==> src/led_pwm_pkg.sv <==
// Shared constants for the LED PWM and fading pin block
package led_pwm_pkg;
    // ------------------------------------------------------------
    // Clocking and timing
    // ------------------------------------------------------------
    localparam int unsigned CORE_CLK_HZ      = 40_000_000;
    localparam int unsigned PWM_CLK_HZ       = 2_000_000;
    localparam int unsigned PWM_DIV_CYCLES   = CORE_CLK_HZ / PWM_CLK_HZ;
    localparam int unsigned FADE_UNIT_US     = 1000;
    localparam int unsigned FADE_UNIT_CYCLES = (CORE_CLK_HZ / 1_000_000) * FADE_UNIT_US;
    localparam int unsigned STRAP_CYCLES     = 16;

    // ------------------------------------------------------------
    // Sizes
    // ------------------------------------------------------------
    localparam int unsigned NUM_PINS  = 8;
    localparam int unsigned PWM_BITS  = 8;
    localparam int unsigned ADDR_BITS = 4;

    // ------------------------------------------------------------
    // Register word indexes
    // ------------------------------------------------------------
    localparam logic [3:0] REG_MODE      = 4'h0;
    localparam logic [3:0] REG_POLARITY  = 4'h1;
    localparam logic [3:0] REG_POWERUP   = 4'h2;
    localparam logic [3:0] REG_ON_INT    = 4'h3;
    localparam logic [3:0] REG_OFF_INT   = 4'h4;
    localparam logic [3:0] REG_FUNCTION  = 4'h5;
    localparam logic [3:0] REG_FADE      = 4'h6;
    localparam logic [3:0] REG_HOST_PWM  = 4'h7;
    localparam logic [3:0] REG_HOST_CMD  = 4'h8;
    localparam logic [3:0] REG_PROX_INT  = 4'h9;
    localparam logic [3:0] REG_STATUS    = 4'hA;

    // ------------------------------------------------------------
    // Field positions
    // ------------------------------------------------------------
    localparam int unsigned FN_AUTO_LSB  = 0;
    localparam int unsigned FN_LOG_LSB   = 8;
    localparam int unsigned FN_CONT_LSB  = 16;
    localparam int unsigned FN_TRIPLE_LSB = 24;
    localparam int unsigned FD_INC_T_LSB = 0;
    localparam int unsigned FD_INC_F_LSB = 8;
    localparam int unsigned FD_DEC_T_LSB = 12;
    localparam int unsigned FD_DEC_F_LSB = 20;
    localparam int unsigned FD_DELAY_LSB = 24;
    localparam int unsigned HP_SEL_LSB   = 0;
    localparam int unsigned HP_LEVEL_LSB = 8;

    // ------------------------------------------------------------
    // Reset values
    // ------------------------------------------------------------
    localparam logic [15:0] RST_MODE     = 16'h0000;
    localparam logic [7:0]  RST_POLARITY = 8'hFF;
    localparam logic [7:0]  RST_POWERUP  = 8'h00;
    localparam logic [7:0]  RST_ON_INT   = 8'hFF;
    localparam logic [7:0]  RST_OFF_INT  = 8'h00;
    localparam logic [31:0] RST_FUNCTION = 32'h0000_00FF;
    localparam logic [31:0] RST_FADE     = 32'h0000_0000;
    localparam logic [7:0]  RST_PROX_INT = 8'h40;

    // Per-pin operating mode, two bits each in the mode register
    typedef enum logic [1:0] {
        fading_output_mode  = 2'h0,
        host_pwm_mode       = 2'h1,
        special_output_mode = 2'h2
    } pin_mode_e;
endpackage

==> src/pwm_channel.sv <==
// One 8-bit PWM generator with linear and logarithmic intensity mapping
`timescale 1ns/1ps
module pwm_channel
(
    input  wire logic       ref_clk_i,
    input  wire logic       rst_i,
    input  wire logic       pwm_tick_i,
    input  wire logic [7:0] level_i,
    input  wire logic       log_sel_i,
    input  wire logic       polarity_i,
    output logic            pwm_o
);
    logic [7:0] cnt;
    logic [8:0] width;

    // Index to pulse width, 0..256 counts of 256
    function automatic logic [8:0] curve(input logic [7:0] idx, input logic use_log);
        logic [12:0] v;
        v = 13'(({7'h00, 1'b1, idx[4:0]} << idx[7:5]) >> 5);
        if (idx == 8'h00)
            curve = 9'h000;
        else if (idx == 8'hFF)
            curve = 9'h100;
        else if (use_log)
            curve = v[8:0];
        else
            curve = {1'b0, idx} + 9'h001;
    endfunction

    // Separate mapping for inverted polarity
    always_comb
    begin
        width = curve(level_i, log_sel_i);
        if (!polarity_i)
            width = log_sel_i ? 9'h100 - width : 9'h100 - {1'b0, level_i};
    end

    // Free-running period counter at the PWM rate
    always_ff @(posedge ref_clk_i or posedge rst_i)
    begin
        if (rst_i)
            cnt <= 8'h00;
        else if (pwm_tick_i)
            cnt <= cnt + 8'h01;
    end

    // Active while counter is below the pulse width
    always_ff @(posedge ref_clk_i or posedge rst_i)
    begin
        if (rst_i)
            pwm_o <= 1'b0;
        else
            pwm_o <= ({1'b0, cnt} < width);
    end
endmodule

==> src/led_pwm_fading_gpio.sv <==
// Eight LED pins with host PWM, fading output and special output modes
//
// Local design decisions: the register addresses and register access over Avalon-MM.
`timescale 1ns/1ps
module led_pwm_fading_gpio
#(
    parameter int unsigned FADE_UNIT_CYCLES = led_pwm_pkg::FADE_UNIT_CYCLES
)
(
    input  wire logic        ref_clk_i,
    input  wire logic        rst_i,
    input  wire logic [3:0]  address_i,
    input  wire logic        read_i,
    input  wire logic        write_i,
    input  wire logic [31:0] writedata_i,
    input  wire logic [3:0]  byteenable_i,
    output logic [31:0]      readdata_o,
    output logic             waitrequest_o,
    input  wire logic [7:0]  button_i,
    input  wire logic [7:0]  prox_i,
    input  wire logic [7:0]  special_out_i,
    input  wire logic [7:0]  gpio_i,
    output logic [7:0]       gpio_o,
    output logic [7:0]       gpio_oe_o
);
    // ------------------------------------------------------------
    // Declarations
    // ------------------------------------------------------------
    logic [15:0] pin_mode_cfg;
    logic [7:0]  pin_polarity_cfg;
    logic [7:0]  pin_powerup_level_cfg;
    logic [7:0]  on_intensity_cfg;
    logic [7:0]  off_intensity_cfg;
    logic [31:0] pin_function_cfg;
    logic [31:0] fade_cfg;
    logic [7:0]  host_cmd;
    logic [7:0]  prox_intensity_cfg;
    logic [2:0]  host_pwm_pin_select;
    logic [7:0]  host_pwm_level [8];
    logic [7:0]  strap;
    logic [4:0]  strap_cnt;
    logic        ready;
    logic        init_pulse;
    logic [4:0]  pwm_div;
    logic        pwm_tick;
    logic [31:0] unit_div;
    logic        unit_tick;
    logic        wr_en;
    logic        rd_take;
    logic [31:0] next_readdata;
    logic [7:0]  level [8];
    logic [7:0]  pwm_raw;
    logic [7:0]  fading;
    logic [11:0] inc_period;
    logic [11:0] dec_period;

    // Mode of one pin from the packed mode register
    function automatic logic [1:0] mode_of(input logic [15:0] m, input int unsigned p);
        mode_of = m[2*p +: 2];
    endfunction

    // Byte-lane merge of a write into a register
    function automatic logic [31:0] be_merge(input logic [31:0] old_v, input logic [31:0] new_v,
                                             input logic [3:0] be);
        for (int b = 0; b < 4; b++)
            be_merge[8*b +: 8] = be[b] ? new_v[8*b +: 8] : old_v[8*b +: 8];
    endfunction

    // ------------------------------------------------------------
    // Rate dividers
    // ------------------------------------------------------------

    // 2 MHz PWM enable
    always_ff @(posedge ref_clk_i or posedge rst_i)
    begin
        if (rst_i)
        begin
            pwm_div  <= 5'h00;
            pwm_tick <= 1'b0;
        end
        else if (pwm_div == 5'(led_pwm_pkg::PWM_DIV_CYCLES - 1))
        begin
            pwm_div  <= 5'h00;
            pwm_tick <= 1'b1;
        end
        else
        begin
            pwm_div  <= pwm_div + 5'h01;
            pwm_tick <= 1'b0;
        end
    end

    // Fade time unit enable
    always_ff @(posedge ref_clk_i or posedge rst_i)
    begin
        if (rst_i)
        begin
            unit_div  <= 32'h0000_0000;
            unit_tick <= 1'b0;
        end
        else if (unit_div >= FADE_UNIT_CYCLES - 1)
        begin
            unit_div  <= 32'h0000_0000;
            unit_tick <= 1'b1;
        end
        else
        begin
            unit_div  <= unit_div + 32'h0000_0001;
            unit_tick <= 1'b0;
        end
    end

    // ------------------------------------------------------------
    // Power-up phase and strap capture
    // ------------------------------------------------------------

    // Pins stay undriven and are sampled only in this phase
    always_ff @(posedge ref_clk_i or posedge rst_i)
    begin
        if (rst_i)
        begin
            strap_cnt  <= 5'h00;
            ready      <= 1'b0;
            init_pulse <= 1'b0;
            strap      <= 8'h00;
        end
        else if (!ready)
        begin
            strap_cnt <= strap_cnt + 5'h01;
            if (strap_cnt == 5'(led_pwm_pkg::STRAP_CYCLES - 1))
            begin
                strap      <= gpio_i;
                ready      <= 1'b1;
                init_pulse <= 1'b1;
            end
        end
        else
            init_pulse <= 1'b0;
    end

    // ------------------------------------------------------------
    // Avalon-MM slave
    // ------------------------------------------------------------
    assign wr_en   = write_i && !waitrequest_o;
    assign rd_take = read_i && waitrequest_o;

    // One wait cycle per access, then answer
    always_ff @(posedge ref_clk_i or posedge rst_i)
    begin
        if (rst_i)
            waitrequest_o <= 1'b1;
        else
            waitrequest_o <= !((read_i || write_i) && waitrequest_o);
    end

    // Read mux, unmapped reads as zero
    always_comb
    begin
        next_readdata = 32'h0000_0000;
        if (address_i == led_pwm_pkg::REG_MODE)
            next_readdata = {16'h0000, pin_mode_cfg};
        else if (address_i == led_pwm_pkg::REG_POLARITY)
            next_readdata = {24'h000000, pin_polarity_cfg};
        else if (address_i == led_pwm_pkg::REG_POWERUP)
            next_readdata = {24'h000000, pin_powerup_level_cfg};
        else if (address_i == led_pwm_pkg::REG_ON_INT)
            next_readdata = {24'h000000, on_intensity_cfg};
        else if (address_i == led_pwm_pkg::REG_OFF_INT)
            next_readdata = {24'h000000, off_intensity_cfg};
        else if (address_i == led_pwm_pkg::REG_FUNCTION)
            next_readdata = pin_function_cfg;
        else if (address_i == led_pwm_pkg::REG_FADE)
            next_readdata = fade_cfg;
        else if (address_i == led_pwm_pkg::REG_HOST_PWM)
            next_readdata = {16'h0000, host_pwm_level[host_pwm_pin_select], 5'h00, host_pwm_pin_select};
        else if (address_i == led_pwm_pkg::REG_HOST_CMD)
            next_readdata = {24'h000000, host_cmd};
        else if (address_i == led_pwm_pkg::REG_PROX_INT)
            next_readdata = {24'h000000, prox_intensity_cfg};
        else if (address_i == led_pwm_pkg::REG_STATUS)
            next_readdata = {7'h00, ready, strap, fading, gpio_o};
    end

    // Read data captured in the wait cycle
    always_ff @(posedge ref_clk_i or posedge rst_i)
    begin
        if (rst_i)
            readdata_o <= 32'h0000_0000;
        else if (rd_take)
            readdata_o <= next_readdata;
    end

    // Configuration registers
    always_ff @(posedge ref_clk_i or posedge rst_i)
    begin
        if (rst_i)
        begin
            pin_mode_cfg          <= led_pwm_pkg::RST_MODE;
            pin_polarity_cfg      <= led_pwm_pkg::RST_POLARITY;
            pin_powerup_level_cfg <= led_pwm_pkg::RST_POWERUP;
            on_intensity_cfg      <= led_pwm_pkg::RST_ON_INT;
            off_intensity_cfg     <= led_pwm_pkg::RST_OFF_INT;
            pin_function_cfg      <= led_pwm_pkg::RST_FUNCTION;
            fade_cfg              <= led_pwm_pkg::RST_FADE;
            host_cmd              <= 8'h00;
            prox_intensity_cfg    <= led_pwm_pkg::RST_PROX_INT;
        end
        else if (wr_en)
        begin
            if (address_i == led_pwm_pkg::REG_MODE)
                pin_mode_cfg <= 16'(be_merge({16'h0000, pin_mode_cfg},
                                             writedata_i, byteenable_i));
            else if (address_i == led_pwm_pkg::REG_POLARITY && byteenable_i[0])
                pin_polarity_cfg <= writedata_i[7:0];
            else if (address_i == led_pwm_pkg::REG_POWERUP && byteenable_i[0])
                pin_powerup_level_cfg <= writedata_i[7:0];
            else if (address_i == led_pwm_pkg::REG_ON_INT && byteenable_i[0])
                on_intensity_cfg <= writedata_i[7:0];
            else if (address_i == led_pwm_pkg::REG_OFF_INT && byteenable_i[0])
                off_intensity_cfg <= writedata_i[7:0];
            else if (address_i == led_pwm_pkg::REG_FUNCTION)
                pin_function_cfg <= be_merge(pin_function_cfg, writedata_i, byteenable_i);
            else if (address_i == led_pwm_pkg::REG_FADE)
                fade_cfg <= be_merge(fade_cfg, writedata_i, byteenable_i);
            else if (address_i == led_pwm_pkg::REG_HOST_CMD && byteenable_i[0])
                host_cmd <= writedata_i[7:0];
            else if (address_i == led_pwm_pkg::REG_PROX_INT && byteenable_i[0])
                prox_intensity_cfg <= writedata_i[7:0];
        end
    end

    // Host PWM levels, seeded at the end of power-up
    always_ff @(posedge ref_clk_i or posedge rst_i)
    begin
        if (rst_i)
        begin
            host_pwm_pin_select <= 3'h0;
            for (int p = 0; p < 8; p++)
                host_pwm_level[p] <= 8'h00;
        end
        else if (init_pulse)
        begin
            for (int p = 0; p < 8; p++)
                host_pwm_level[p] <= pin_powerup_level_cfg[p] ? on_intensity_cfg
                                                                : off_intensity_cfg;
        end
        else if (wr_en && address_i == led_pwm_pkg::REG_HOST_PWM)
        begin
            if (byteenable_i[0])
                host_pwm_pin_select <= writedata_i[led_pwm_pkg::HP_SEL_LSB +: 3];
            if (byteenable_i[1])
                host_pwm_level[byteenable_i[0] ? writedata_i[2:0] : host_pwm_pin_select]
                    <= writedata_i[led_pwm_pkg::HP_LEVEL_LSB +: 8];
        end
    end

    // ------------------------------------------------------------
    // Fading engines and PWM generators
    // ------------------------------------------------------------

    // Step periods in fade units, time times factor
    assign inc_period = 12'(fade_cfg[led_pwm_pkg::FD_INC_T_LSB +: 8]
                            * fade_cfg[led_pwm_pkg::FD_INC_F_LSB +: 4]);
    assign dec_period = 12'(fade_cfg[led_pwm_pkg::FD_DEC_T_LSB +: 8]
                            * fade_cfg[led_pwm_pkg::FD_DEC_F_LSB +: 4]);

    for (genvar g = 0; g < 8; g++)
    begin : g_pin
        logic [11:0] scnt;
        logic [7:0]  dcnt;
        logic        down;
        logic        was_on;
        logic        want_on;
        logic        cont;
        logic [7:0]  target;
        logic [7:0]  goal;
        logic        up;
        logic [11:0] period;
        logic [7:0]  time_sel;

        assign cont    = pin_function_cfg[led_pwm_pkg::FN_CONT_LSB + g];
        assign want_on = pin_function_cfg[led_pwm_pkg::FN_AUTO_LSB + g] ?
                         button_i[g] : host_cmd[g];
        assign target  = want_on ? on_intensity_cfg :
                         (pin_function_cfg[led_pwm_pkg::FN_TRIPLE_LSB + g] && prox_i[g]) ?
                         prox_intensity_cfg : off_intensity_cfg;
        assign goal    = down ? off_intensity_cfg : target;
        assign up      = goal > level[g];
        assign period  = up ? inc_period : dec_period;
        assign time_sel = up ? fade_cfg[led_pwm_pkg::FD_INC_T_LSB +: 8]
                             : fade_cfg[led_pwm_pkg::FD_DEC_T_LSB +: 8];
        assign fading[g] = (level[g] != goal) || (dcnt != 8'h00);

        // Intensity index walk for one pin
        always_ff @(posedge ref_clk_i or posedge rst_i)
        begin
            if (rst_i)
            begin
                level[g] <= 8'h00;
                scnt     <= 12'h000;
                dcnt     <= 8'h00;
                down     <= 1'b0;
                was_on   <= 1'b0;
            end
            else if (!ready)
                level[g] <= 8'h00;
            else if (mode_of(pin_mode_cfg, g) != led_pwm_pkg::fading_output_mode)
            begin
                level[g] <= host_pwm_level[g];
                scnt     <= 12'h000;
                dcnt     <= 8'h00;
                down     <= 1'b0;
                was_on   <= 1'b0;
            end
            else
            begin
                was_on <= want_on;
                if (was_on && !want_on)
                begin
                    dcnt <= fade_cfg[led_pwm_pkg::FD_DELAY_LSB +: 8];
                    scnt <= 12'h000;
                    down <= 1'b0;
                end
                else if (dcnt != 8'h00)
                begin
                    if (unit_tick)
                        dcnt <= dcnt - 8'h01;
                end
                else if (level[g] == goal)
                begin
                    scnt <= 12'h000;
                    down <= cont && want_on && (goal == on_intensity_cfg);
                end
                else if (time_sel == 8'h00)
                    level[g] <= goal;
                else if (unit_tick)
                begin
                    if (scnt + 12'h001 >= period)
                    begin
                        scnt     <= 12'h000;
                        level[g] <= up ? level[g] + 8'h01 : level[g] - 8'h01;
                    end
                    else
                        scnt <= scnt + 12'h001;
                end
            end
        end

        pwm_channel u_pwm
        (
            .ref_clk_i  (ref_clk_i),
            .rst_i      (rst_i),
            .pwm_tick_i (pwm_tick),
            .level_i    (level[g]),
            .log_sel_i  (pin_function_cfg[led_pwm_pkg::FN_LOG_LSB + g]),
            .polarity_i (pin_polarity_cfg[g]),
            .pwm_o      (pwm_raw[g])
        );
    end

    // Pin drivers, special pins pass their source through
    always_ff @(posedge ref_clk_i or posedge rst_i)
    begin
        if (rst_i)
        begin
            gpio_o    <= 8'h00;
            gpio_oe_o <= 8'h00;
        end
        else
        begin
            for (int p = 0; p < 8; p++)
            begin
                gpio_oe_o[p] <= ready;
                gpio_o[p]    <= (mode_of(pin_mode_cfg, p) == led_pwm_pkg::host_pwm_mode ||
                                 mode_of(pin_mode_cfg, p) == led_pwm_pkg::fading_output_mode) ?
                                pwm_raw[p] : special_out_i[p];
            end
        end
    end
endmodule

==> config.mk <==
export PLATFORM = sky130hd
export DESIGN_NAME = led_pwm_fading_gpio
export DESIGN_NICKNAME = d
export VERILOG_FILES = /design/src/led_pwm_pkg.sv /design/src/pwm_channel.sv /design/src/led_pwm_fading_gpio.sv
export SDC_FILE = /design/constraint.sdc
export NUM_CORES = 2
export LEC_CHECK = 0
export ABC_AREA = 1
export BUFFER_PORTS_ARGS = -buffer_cell sky130_fd_sc_hd__buf_2
export CORE_AREA = 2 2 338 340
export CTS_BUF_LIST = sky130_fd_sc_hd__clkbuf_4 sky130_fd_sc_hd__clkbuf_8
export DETAILED_ROUTE_END_ITERATION = 8
export DIE_AREA = 0 0 340 342
export SETUP_SLACK_MARGIN = 0.1
export SYNTH_ARGS = -nofsm -noshare
export SYNTH_HDL_FRONTEND = slang
export SYNTH_SLANG_ARGS = --single-unit
==> constraint.sdc <==
create_clock -name ref_clk_i -period 24.6 [get_ports ref_clk_i]
set_input_delay 4.92 -clock ref_clk_i [delete_from_list [all_inputs] [get_ports ref_clk_i]]
set_output_delay 4.92 -clock ref_clk_i [all_outputs]
set_load 0.005 [all_outputs]
==> flow_results.org <==
** Status
- Result of the run :: finished clean

** Route
- DRT Pass-1 Iters :: 6
- Drt first-iter violations :: ~5,000
- Summed over all layers, the routed wires come to between 150,000 and 200,000 µm.
- For this run, design rule violations remaining after detail routing come to 0.
- Final antenna-violating net count :: 0
- WL/cell :: roughly 22 µm
- Detailed routing inserted a total of about 51,000 vias.
- Per-cell via count in the routed design :: 5.69

** GRT
- Global-route wire length before repair :: roughly 300,000 µm
- The number of global-route vias before repair came to about 48,000.
- Overall global routing resource usage :: 33.1%
- Entering global routing, the biggest net connects around 160 pins.
- Overflow left after global routing :: 0
- The initial antenna violation count was 6.

** Power and ir drop
- Leakage power figure :: approximately 27 nW
- In this run the power density over the cells is 116 mW/mm².
- Across the VDD grid, the largest voltage drop is between 0.07 and 0.08 mV.

** Critical path
- The worst setup path is of the in2reg kind.
- CP Capture Type :: flip-flop
- Arrival time worst endpoint :: about 11 ns
- On the worst path, the slowest cell contributes a delay of 0.63 ns.
- Family with the most delay on the worst path :: simple AND/OR/NAND/NOR gates
- Counting both buffers and inverters, the worst setup path holds a total of 7.
- The worst setup path is launched from a primary input.
- Of all nets on the critical path, the largest fanout is 32.
- The largest individual stage delay along the critical path comes from the cell nand2_2.
- At the worst endpoint, the required time is between 20 and 30 ns.

** Placement
- Port Buf Inserts :: ~120
- Post-DP HPWL :: between 100,000 and 150,000 µm
- At the end of routability-driven placement, the weighted congestion stood at around 1.0.

** Timing
- The number of pins exceeding their max-slew limit in the final report was 0.
- The clock period could shrink to 9.84 ns.
- Fmax :: approximately 100 MHz
- Fin crit share :: 40.0%
- Count of endpoints failing hold in the final timing report :: 0
- For the pin with the worst max-slew slack, the measured transition is roughly 1.3 ns.
- The worst pin sits at a relative slew slack of about 14%.
- Setup repair after global routing left no endpoint under its margin.
- Setup violations remaining at the end of the flow were counted as 0.
- Setup Skew :: 0.0604 ns
- Setup Total Neg Slack :: 0 ns

** Cells and area
- From synthesis to final layout, the design area changed by 9.18%.
- Fillers :: 11,500
- The post-route netlist has 9.36% of its cells at a drive strength greater than 1.
- At the end of the flow, the number of nets in the layout was around 7,800.
- At the end of the flow the core is filled with cells to between 40% and 50%.

** Die
- Die width :: roughly 340 µm
- The floorplan step set the die height to 342 µm.
- The initial utilization of the core area, before any placement, comes to 44.4%.
- Count of boundary I/O pins :: ~130
- The region available for standard cell placement spans around 0.11 mm².
- The floorplan step defined a die boundary enclosing 0.116 mm².
- Standard-cell row count :: approximately 120

** CTS
- Sink Count :: around 600
- Clock Path Buffers :: 3
- The number of clock buffers added by TritonCTS is ~120.
- CTS Root Buffer Type :: clkbuf_8
- Hold repair after CTS inserted 0 buffers.
- Buffers inserted by post-CTS timing repair :: 0
- TritonCTS clock tree :: yes
- Htree depth :: 3
- CTS clock-pin slew for the worst setup and hold paths :: 0.06 ns
- Clock insertion delay at the later pin of the skew report :: between 0.8 and 0.9 ns
- Number of cells upsized or downsized after cts :: 0

** Synth
- Mean instance size in the synthesized netlist :: 6.87 µm²
- Yosys instantiated no cell more often than nand2_1.
- In this run, synthesis inferred 0 flip-flops with an integrated enable.
- Ranked by total cell area, the synthesized netlist is headed by dfrtp_1 29%, nand2_1 14%, ha_1 8.7%, o21ai_0 8.1%, inv_1 6.3%.
- The largest total area in the synthesized netlist belongs to dfrtp_1.
- The most used flip-flop cell after synthesis is dfrtp_1.
- Count of unique library cells instantiated by Yosys :: ~80
- During synthesis, Yosys emitted a total of 0 warnings.
- Leading cell types by count after synthesis :: 1,920 x nand2_1, 841 x inv_1, 817 x o21ai_0
- Top cell type's share of synthesized area :: 28.8%
- Flop and latch count out of synthesis :: around 600
- After synthesis, the share of flip-flops with an asynchronous set or reset is between 90% and 100%.
- Sequential elements use 30.1% of the synthesized area.
- Cell count after synthesis :: ~7,300
- Mapped Area :: approximately 0.05 mm²

** Min path
- In this run the worst hold path is classified as reg2reg.

** Job
- The tool flagged a number of max-cap violations equal to 0.
## power by group
part	switching [mW]	total [mW]	leakage, nW	internal [mW]
Sequential	0.275	1.41	7.89	1.14
Clock	0.503	1.18	1.45	0.680
Combinational	2.53	3.79	18.0	1.25
## through the flow
stage	setup slack, ns	total power [mW]	instances	hold slack (ns)	instance area, µm²
CTS	15.03	6.33	8969	0.454	54800
global route	14.42	6.92	8970	0.462	54800
floorplan	2.84	4.09	7322	0.418	50300
finish	14.76	6.38	8972	0.453	54800
global placement	14.33	5.09	8750	0.436	52100
detailed placement	14.19	5.12	8750	0.440	52100
## worst reg2reg max path, stage by stage, from the launching register on
cell     delay [ns]
dfrtp_1        0.69
nand2_1        0.19
fa_1           0.57
inv_1          0.06
fa_1           0.56
inv_1          0.07
fa_1           0.45
o21ai_0        0.29
nand2_1        0.11
nand2_1        0.09
a21oi_1        0.09
o21ai_0        0.16
a21oi_1        0.12
xnor2_2        0.73
o21ai_0        0.20
ha_1           0.32
nand2_1        0.06
nor2_1         0.14
inv_1          0.07
nor4_1         0.55
nor2_1         0.19
nand2_1        0.13
nand2_2        0.07
a21oi_4        0.30
inv_2          0.13
nand2_1        0.08
nand2_1        0.06
## sequential cells by signal (all words and copies together) (netlist names), 16 cells and up
| signal | flops |
|---|---|
| readdata_o | 32 |
| fade_cfg | 32 |
| pin_function_cfg | 32 |
| level | 64 |
| pin_mode_cfg | 16 |
| host_pwm_level | 64 |
| unit_div | 32 |
| g_pin.scnt | 96 |
| g_pin.dcnt | 64 |
| g_pin.u_pwm.cnt | 64 |
## metal layers
layer  vias to the layer above  GRT usage [%]  wire (µm)  part of all wire [%]
met3                       533           6.06      16400                   8.4
met4                         8           18.4      12400                   6.3
met5                         -              0         45                 0.023
li1                      24400              -          -                     -
met2                      2171           51.6      86000                    44
met1                     23900           43.3      81400                    41
## cell usage in the layout (no fill, tap or decap), drive strengths merged, types with 9 or more instances in the layout
master / n
buf: 196
a22oi: 19
fa: 32
a211oi: 24
dfrtp: 577
or2: 27
ha: 348
o311ai: 9
nand3: 412
o21ai: 914
o22ai: 103
nand2: 1960
nor4: 26
inv: 900
nor3: 93
clkinv: 41
conb: 16
o211ai: 103
dfstp: 26
clkbuf: 179
o21a: 18
a21oi: 495
xor2: 167
nor2: 479
a31oi: 42
xnor2: 53
o221ai: 17
nand4: 84
## path summary, 6_finish.rpt
path | end | cells after the start | slack, ns | startpoint
max | g_pin[6].scnt[2] | 25 | 14.76 | button_i[6]
min | gpio_o[4] | 2 | 0.45 | g_pin[4].u_pwm.pwm_o
max reg2reg | level[7] | 26 | 18.01 | fade_cfg[11]
min reg2reg | gpio_o[4] | 2 | 0.45 | g_pin[4].u_pwm.pwm_o
max in group asynchronous | g_pin[0].scnt[4] | 4 | 18.19 | rst_i
min in group asynchronous | unit_div[21] | 2 | 4.24 | rst_i
## kinds of logic (layout without fill, tap and decap cells)
| group | Yosys count | count (layout) | synth area share [%] |
|---|---|---|---|
| fa+ha+maj | 380 | 380 | 9.95 |
| mux | 9 | 9 | 0.199 |
| simple gates | 3110 | 3110 | 26.4 |
| other cells | 1 | 19 | 0.00747 |
| compound gates | 1791 | 1791 | 20.0 |
| buf+inv | 1193 | 1328 | 9.43 |
| flops | 603 | 603 | 30.1 |
| xor+xnor | 220 | 220 | 3.85 |
## cell type report
class                      instances  area [µm²]  area share (%)
antenna                            3        7.51          0.0137
clock buffer                     179        2290            4.18
clock inverter                    40         445           0.813
inverter                         913        3440            6.28
multi-input combinational       5526       30400            55.5
sequential                       603       15100            27.6
tap                             1512        1890            3.45
timing repair buffer             196        1200            2.19
Power figures use the tool's default switching activity.
